`config.mk`:
```
export PLATFORM = sky130hd
export DESIGN_NAME = write_once_option_latches
export DESIGN_NICKNAME = d
export VERILOG_FILES = /design/src/logic/option_latch_pkg.sv /design/src/logic/write_once_option_latches.sv
export SDC_FILE = /design/constraint.sdc
export NUM_CORES = 1
export LEC_CHECK = 0
export ABC_AREA = 1
export CORE_ASPECT_RATIO = 1.75
export CORE_MARGIN = 1.5
export CORE_UTILIZATION = 30
export CTS_CLUSTER_DIAMETER = 120
export DETAILED_ROUTE_END_ITERATION = 7
export DONT_BUFFER_PORTS = 1
export HOLD_SLACK_MARGIN = 0.03
export PLACE_DENSITY = 0.56
export SYNTH_ARGS = -nofsm -noshare
export SYNTH_HDL_FRONTEND = slang
export SYNTH_SLANG_ARGS = --single-unit
```
`constraint.sdc`:
```
create_clock -name pclk -period 1.4 [get_ports pclk]
set_input_delay 0.07 -clock pclk [delete_from_list [all_inputs] [get_ports pclk]]
set_output_delay 0.07 -clock pclk [all_outputs]
set_load 0.005 [all_outputs]
```
`src/logic/option_latch_pkg.sv`:
```
`default_nettype none
package option_latch_pkg;

  // --------------------------------------------------------------
  // register map (byte addresses on the 32-bit apb)
  // --------------------------------------------------------------
  localparam logic [7:0] latch_one_offset = 8'h1d;
  localparam logic [7:0] latch_two_offset = 8'h1f;
  localparam logic [7:0] latch_one_addr = 8'h74;
  localparam logic [7:0] latch_two_addr = 8'h7c;
  localparam logic [7:0] latch_reset_value = 8'h00;

  // --------------------------------------------------------------
  // field positions, first latch
  // --------------------------------------------------------------
  localparam int watchdog_rate_pos = 7;
  localparam int monitor_in_stop_pos = 6;
  localparam int lv_reset_disable_pos = 5;
  localparam int supply_mon_disable_pos = 4;
  localparam int regulator_mon_disable_pos = 3;
  localparam int short_recovery_pos = 2;
  localparam int stop_allow_pos = 1;
  localparam int watchdog_disable_pos = 0;

  // --------------------------------------------------------------
  // field positions, second latch
  // --------------------------------------------------------------
  localparam int internal_osc_stop_disable_pos = 7;
  localparam int rc_osc_stop_enable_pos = 6;
  localparam int crystal_osc_stop_enable_pos = 5;
  localparam int timebase_clock_select_high_pos = 4;
  localparam int timebase_clock_select_low_pos = 3;
  localparam int serial_port_clock_select_pos = 0;

  // --------------------------------------------------------------
  // cycle counts in internal oscillator cycles
  // --------------------------------------------------------------
  localparam logic [17:0] watchdog_short_cycles = 18'((1 << 13) - (1 << 4));
  localparam logic [17:0] watchdog_long_cycles = 18'((1 << 18) - (1 << 4));
  localparam logic [12:0] recovery_short_cycles = 13'd32;
  localparam logic [12:0] recovery_long_cycles = 13'd4096;

  // timebase clock source
  typedef enum logic [1:0] {
    tb_src_internal = 2'h0,
    tb_src_rc = 2'h1,
    tb_src_crystal = 2'h2,
    tb_src_unused = 2'h3
  } timebase_src_t;

  // decoded settings handed to the rest of the chip
  typedef struct packed {
    logic [17:0] watchdog_timeout;
    logic watchdog_enable;
    logic monitor_active_in_stop;
    logic monitor_reset_enable;
    logic supply_monitor_on;
    logic regulator_monitor_on;
    logic stop_allowed;
    logic internal_osc_run_in_stop;
    logic rc_osc_run_in_stop;
    logic crystal_osc_run_in_stop;
    timebase_src_t timebase_src;
    logic serial_port_from_bus;
  } option_settings_t;

endpackage
`default_nettype wire

```
`src/logic/write_once_option_latches.sv`:
```
// Functional notes
// [RQ1] each latch takes one write per reset
// [RQ2] reset clears every bit of both latches
// [RQ3] latches sit at 001D and 001F
// [RQ4] both latches readable at any time; read data only loads while clk_en is high
// [RQ5] software should program latches right after reset
// [RQ6] rate bit picks short or long watchdog timeout
// [RQ7] monitor runs in stop if enabled, circuit on
// [RQ8] reset-disable bit blocks monitor reset
// [RQ9] disable bits switch off supply/regulator monitors
// [RQ10] software sets reset-disable before unsafe stop
// [RQ11] short bit gives 32, else 4096 recovery
// [RQ12] reset-caused stop exit always uses long delay
// [RQ13] software keeps short recovery off with crystal
// [RQ14] stop-allow clear makes stop illegal opcode
// [RQ15] watchdog-disable bit turns watchdog off
// [RQ16] internal oscillator stop-disable bit
// [RQ17] rc oscillator stop-enable bit
// [RQ18] crystal oscillator stop-enable bit
// [RQ19] two-bit timebase clock source select
// [RQ20] serial port clock from bus or oscillator
// [RQ21] later writes ignored, latches eight bits
`timescale 1ns/10ps
`default_nettype none

module write_once_option_latches
  import option_latch_pkg::*;
(
  // clock, reset, enable
  input wire logic pclk,
  input wire logic presetn,
  input wire logic clk_en,
  // apb slave
  input wire logic psel,
  input wire logic penable,
  input wire logic pwrite,
  input wire logic [7:0] paddr,
  input wire logic [31:0] pwdata,
  input wire logic [3:0] pstrb,
  output logic [31:0] prdata,
  output logic pready,
  output logic pslverr,
  // stop exit cause from the power controller
  input wire logic stop_exit_by_reset,
  // decoded settings
  output option_settings_t settings,
  output logic [12:0] stop_recovery_cycles
);

  // ------------------------------------------------------------
  // bus decode
  // ------------------------------------------------------------
  logic access;
  logic hit_one;
  logic hit_two;
  logic [7:0] option_latch_one_reg;
  logic [7:0] option_latch_two_reg;
  logic written_one_reg;
  logic written_two_reg;

  // zero wait state slave: answer in the first access cycle
  assign access = psel && penable && clk_en;
  assign hit_one = (paddr == latch_one_addr); // [RQ3]
  assign hit_two = (paddr == latch_two_addr); // [RQ3]
  assign pready = 1'b1;
  assign pslverr = psel && penable && !(hit_one || hit_two);

  // ------------------------------------------------------------
  // first latch, write once
  // ------------------------------------------------------------
  // a write without byte lane 0 still counts as the one write,
  // so software cannot probe the latch and retry later
  always_ff @(posedge pclk or negedge presetn) begin
    if (!presetn) begin
      option_latch_one_reg <= latch_reset_value; // [RQ2]
      written_one_reg <= 1'b0;
    end else if (access && pwrite && hit_one && !written_one_reg) begin // [RQ1] [RQ21]
      if (pstrb[0]) begin
        option_latch_one_reg <= pwdata[7:0];
      end
      written_one_reg <= 1'b1;
    end
  end

  // ------------------------------------------------------------
  // second latch, write once
  // ------------------------------------------------------------
  always_ff @(posedge pclk or negedge presetn) begin
    if (!presetn) begin
      option_latch_two_reg <= latch_reset_value; // [RQ2]
      written_two_reg <= 1'b0;
    end else if (access && pwrite && hit_two && !written_two_reg) begin // [RQ1] [RQ21]
      if (pstrb[0]) begin
        option_latch_two_reg <= pwdata[7:0];
      end
      written_two_reg <= 1'b1;
    end
  end

  // ------------------------------------------------------------
  // read data, registered from the setup phase
  // ------------------------------------------------------------
  // ignores the written flags: reads are free whenever clk_en is high in the setup phase
  always_ff @(posedge pclk or negedge presetn) begin
    if (!presetn) begin
      prdata <= 32'h0000_0000;
    end else if (clk_en && psel && !penable && !pwrite) begin
      if (hit_one) begin
        prdata <= {24'h00_0000, option_latch_one_reg}; // [RQ4]
      end else if (hit_two) begin
        prdata <= {24'h00_0000, option_latch_two_reg}; // [RQ4]
      end else begin
        prdata <= 32'h0000_0000;
      end
    end
  end

  // ------------------------------------------------------------
  // decoded settings
  // ------------------------------------------------------------
  // combinational from the latches, so the chip sees them at once
  always_comb begin
    settings.watchdog_timeout = option_latch_one_reg[watchdog_rate_pos] ?
      watchdog_short_cycles : watchdog_long_cycles; // [RQ6]
    settings.watchdog_enable = !option_latch_one_reg[watchdog_disable_pos]; // [RQ15]
    settings.supply_monitor_on = !option_latch_one_reg[supply_mon_disable_pos]; // [RQ9]
    settings.regulator_monitor_on = !option_latch_one_reg[regulator_mon_disable_pos]; // [RQ9]
    settings.monitor_active_in_stop = option_latch_one_reg[monitor_in_stop_pos] &&
      (settings.supply_monitor_on || settings.regulator_monitor_on); // [RQ7]
    settings.monitor_reset_enable = !option_latch_one_reg[lv_reset_disable_pos]; // [RQ8]
    settings.stop_allowed = option_latch_one_reg[stop_allow_pos]; // [RQ14]
    settings.internal_osc_run_in_stop =
      !option_latch_two_reg[internal_osc_stop_disable_pos]; // [RQ16]
    settings.rc_osc_run_in_stop = option_latch_two_reg[rc_osc_stop_enable_pos]; // [RQ17]
    settings.crystal_osc_run_in_stop =
      option_latch_two_reg[crystal_osc_stop_enable_pos]; // [RQ18]
    settings.timebase_src = timebase_src_t'({
      option_latch_two_reg[timebase_clock_select_high_pos],
      option_latch_two_reg[timebase_clock_select_low_pos]}); // [RQ19]
    settings.serial_port_from_bus =
      option_latch_two_reg[serial_port_clock_select_pos]; // [RQ20]
  end

  // recovery delay; a reset exit always takes the long one
  assign stop_recovery_cycles =
    (option_latch_one_reg[short_recovery_pos] && !stop_exit_by_reset) ?
    recovery_short_cycles : recovery_long_cycles; // [RQ11] [RQ12]

endmodule
`default_nettype wire

```
* After elaboration in Yosys (flattened, before gate mapping) *
Cells that the tools add are included.

operators by class
  reduce and logical (&&, ||, !) cells = 28
  multiplexer cells = 4
  equal/unequal tests = 2

operator list
  kind                  number
  $mux W18              1
  $eq A8 B7 Y1 const B  2
  $mux W8               2
  $logic_and A1 B1 Y1   13
  $mux W13              1
  $logic_not A1 Y1      11
  $reduce_and A2 Y1     2
  $logic_or A1 B1 Y1    2

storage, ports and cells
  logic and storage cells = 39
  input bits = 51
  bits in registers = 50
  output and inout bits = 77

* Longest topological paths before layout *
  depth in word-level cells = 6
  gate-level depth with buffers = 8
  gate-level depth less buffers = 7

* Worst setup path before layout *
Ideal clock, no wire load.

  kind = register -> register
  from = register written_one_reg
  to = register option_latch_one_reg[5]
  arrival = 979 ps
  setup time = 117 ps
  slack = 304 ps
  period minus slack after synthesis = 1096 ps
  stages on the path, launching flop included = 5
  path through = dfrtp_1 > nor3_4 > nand3_4 > nand2_1 > nand2_1

on the way
  cells in the longest elaborated chain, start to end = 3

RTL lines
  element                      line                             RTL
  from (decl)                  write_once_option_latches.sv:58  logic written_one_reg;
  from (signal assigned)       write_once_option_latches.sv:76  written_one_reg <= 1'b0;
  from (signal assigned)       write_once_option_latches.sv:81  written_one_reg <= 1'b1;
  $logic_not A1 Y1             write_once_option_latches.sv:77  end else if (access && pwrite && hit_one && !written_one_reg) begin
  $logic_and A1 B1 Y1          write_once_option_latches.sv:77
  $reduce_and A2 Y1 (no line)  --
  to (signal assigned)         write_once_option_latches.sv:75  option_latch_one_reg <= latch_reset_value;
  to (signal assigned)         write_once_option_latches.sv:79  option_latch_one_reg <= pwdata[7:0];
  to (decl)                    write_once_option_latches.sv:56  logic [7:0] option_latch_one_reg;

No other way between the ends.
A chain may end at the register's enable or synchronous reset.

* Worst setup path in the final report *
  from = register written_one_reg
  to = register option_latch_one_reg[0]

Same word-level chain as after synthesis.

==> results.toml <==
[run_status]
status = "completed"

[global_routing]
gr-total-overflow = 0
grt_pass1_vias = 1229
grt_antenna_before_repair = 0
grt_pass1_wl_mm = 5.71
grt_max_degree = 27
grtUsageTotal_pct = 11.5

[cells_and_area]
fin_nets = 293
nFillCells = 659
n_antenna_cell = 0
syn2layout_area_growth_pct = 1.54
multiInputGateArea_sq_um = 786
design_area_sq_um = 1820
fin_util_pct = 31.2
drive_gt1_share_pct = 7.88
seqCellArea_sq_um = 651

[critical_path]
cp_cell_sequence = "nor3_4 -> buf_4 -> nand4_1 -> nand2_1"
path_buf_inv = 1
rr_worst_depth = 4
crit_arrival_ns = 1.41
worst-path-stages = 4
crit_path_end_kind = "flop"
slowest_stage = "dfrtp_1"
r2r_slack_ns = 0.20
start_kind = "flop"
worstPathRequired_ns = 1.61
cp_top_family = "simple AND/OR/NAND/NOR gates"
path_class = "reg -> reg"
max_stage_delay_ns = 0.42
r2r_start = "written_one_reg"
crit_fanout = 5
rr_endpoint = "option_latch_one_reg[0]"

[synthesis]
synth_ff_type = "dfrtp_1"
netlist_top_cells_area = "dfrtp_1 36%, buf_4 26%, nand2_1 15%"
synthesis.area_sq_um = 1790
netlist.area_leader.share_pct = 36.3
synth_area_leader_cell = "dfrtp_1"
synth.distinct_cells = 19
synth_commonest_cells = "73 x nand2_1, 61 x buf_4, 27 x nand3_1, 26 x dfrtp_1, 17 x inv_1"
ys_seq_area_share_pct = 36.3
ys_async_sr_fraction_pct = 100
syn_area_per_cell_sq_um = 7.59
ys_ff_latch = 26
yosysMostFrequentCell = "nand2_1"
netlist_instances = 236
synth-edff-count = 0
yosys_warnings = 0

[route]
post-route-drc-count = 0
firstDrtPassIters = 4
routed_wl_mm = 3.43
vias = 1280
ant_nets = 0
viasPerCell = 4.01
wl_per_cell_microns = 10.8
drtIter0Drc = 27

[clock_network]
cts_tree = "built"
clock_latency_ns = 0.27
clock_sinks = 26
cts_buffers = 3
cts_root_buf = "clkbuf_8"
post-cts-setup-buffer-count = 0
path_clk_slew_ns = 0.09
clock_path_buffers = 2
htree_levels = 1

[sta]
max_slew_margin_pct = 63.3
worstMarginPinSlew_ns = 0.548
whs_ns = 0.0365
rsz0062_at_grt = "false"
final-hold-violation-count = 0
skew_ns = 0.00104
min_period_ns = 1.20
setup_viol = 0
finalCritPeriodShare_pct = 85.4
fmax_ghz = 0.837
slew_violations = 0
setup_tns_ns = 0

[floorplanning]
start_util_pct = 30.7
die_h_microns = 105
die_w_microns = 61.4
core_sq_um = 5830
boundaryPins = 128
dieArea_sq_um = 6460
row_count = 37

[placement]
post-dp-hpwl_mm = 2.83
dpl_cell_area_sq_um = 1640
port_buffers = 0
gp_congestion = 0.792

[power_and_ir_drop]
totalPowerFinal_uw = 1360
cellPowerDensity_nw_per_um2 = 750
leakage_uw = 0.00101
ir_drop_mv = 0.267

[min_path]
whs_endpoint = "option_latch_one_reg[0]"
hp-start = "pstrb[0]"
holdPathStages = 3
hp-class = "in -> reg"

[job]
maxCapViolations = 0
## routing by layer
metal	part of all wire, %	GRT usage (%)	vias to the layer above
li1	-	-	641
met1	33	11.3	575
met2	59	22.4	60
met3	6.3	1.73	4
met4	1.4	3.65	0
met5	0	0	-
## cell families (layout without fill, tap and decap cells)
kind of cell | after synthesis | in the layout | share of synthesized area, %
flops | 26 | 26 | 36.3
simple gates | 125 | 125 | 32.5
compound gates | 3 | 3 | 1.12
other cells | 2 | 49 | 0.419
buf+inv | 80 | 38 | 29.6
## report_power, final
part / internal, uW / leakage [uW] / switching (uW)
clock: 251 / 0.0000288 / 228
combinational: 39.5 / 0.000619 / 91.5
sequential: 752 / 0.000358 / 1.46
## timing repair
action                    CTS  global route
hold buffers               11             0
hold endpoints to repair   42             0
gates resized for setup     0             0
## tightest hold or removal path, cell delays in order
cell and delay (ns):
nand3_4 0.10, nand2_1 0.06, nand2_1 0.05
## cell type report
cell class / count / share of cell area, %
multi-input cells: 177 / 43.2
inverters: 17 / 3.51
flip-flops and latches: 26 / 35.8
well taps: 78 / 5.37
clock buffers: 4 / 3.03
repair buffers: 17 / 9.08
## metrics by stage
| stage | setup WS [ns] | instances |
|---|---|---|
| 6_report | 0.205 | 319 |
| 5_1_grt | 0.0774 | 319 |
| 4_1_cts | 0.191 | 319 |
| 3_5_place_dp | 0.207 | 304 |
| 3_3_place_gp | 0.210 | 304 |
| 2_1_floorplan | 0.304 | 283 |
## cells in the final DEF (no fill, tap or decap), drive strengths merged
cell type / n
clkbuf: 4
a21o: 1
inv: 17
nor2: 11
nor3: 3
nand3: 28
conb: 49
dfrtp: 26
o21ai: 1
dlygate4sd3: 10
buf: 7
a21boi: 1
nand2: 75
nand4: 8
## how the worst max path moves through the flow
stage / end / start / slack, ns
after floorplan: option_latch_one_reg[5] / written_one_reg / 0.30
after global placement: option_latch_two_reg[6] / written_two_reg / 0.21
after detailed placement: option_latch_two_reg[4] / written_two_reg / 0.21
after CTS: option_latch_two_reg[2] / written_two_reg / 0.19
after global routing: option_latch_two_reg[2] / written_two_reg / 0.08
final: option_latch_one_reg[0] / written_one_reg / 0.20
Note: power is estimated with default switching activity, not from simulation.
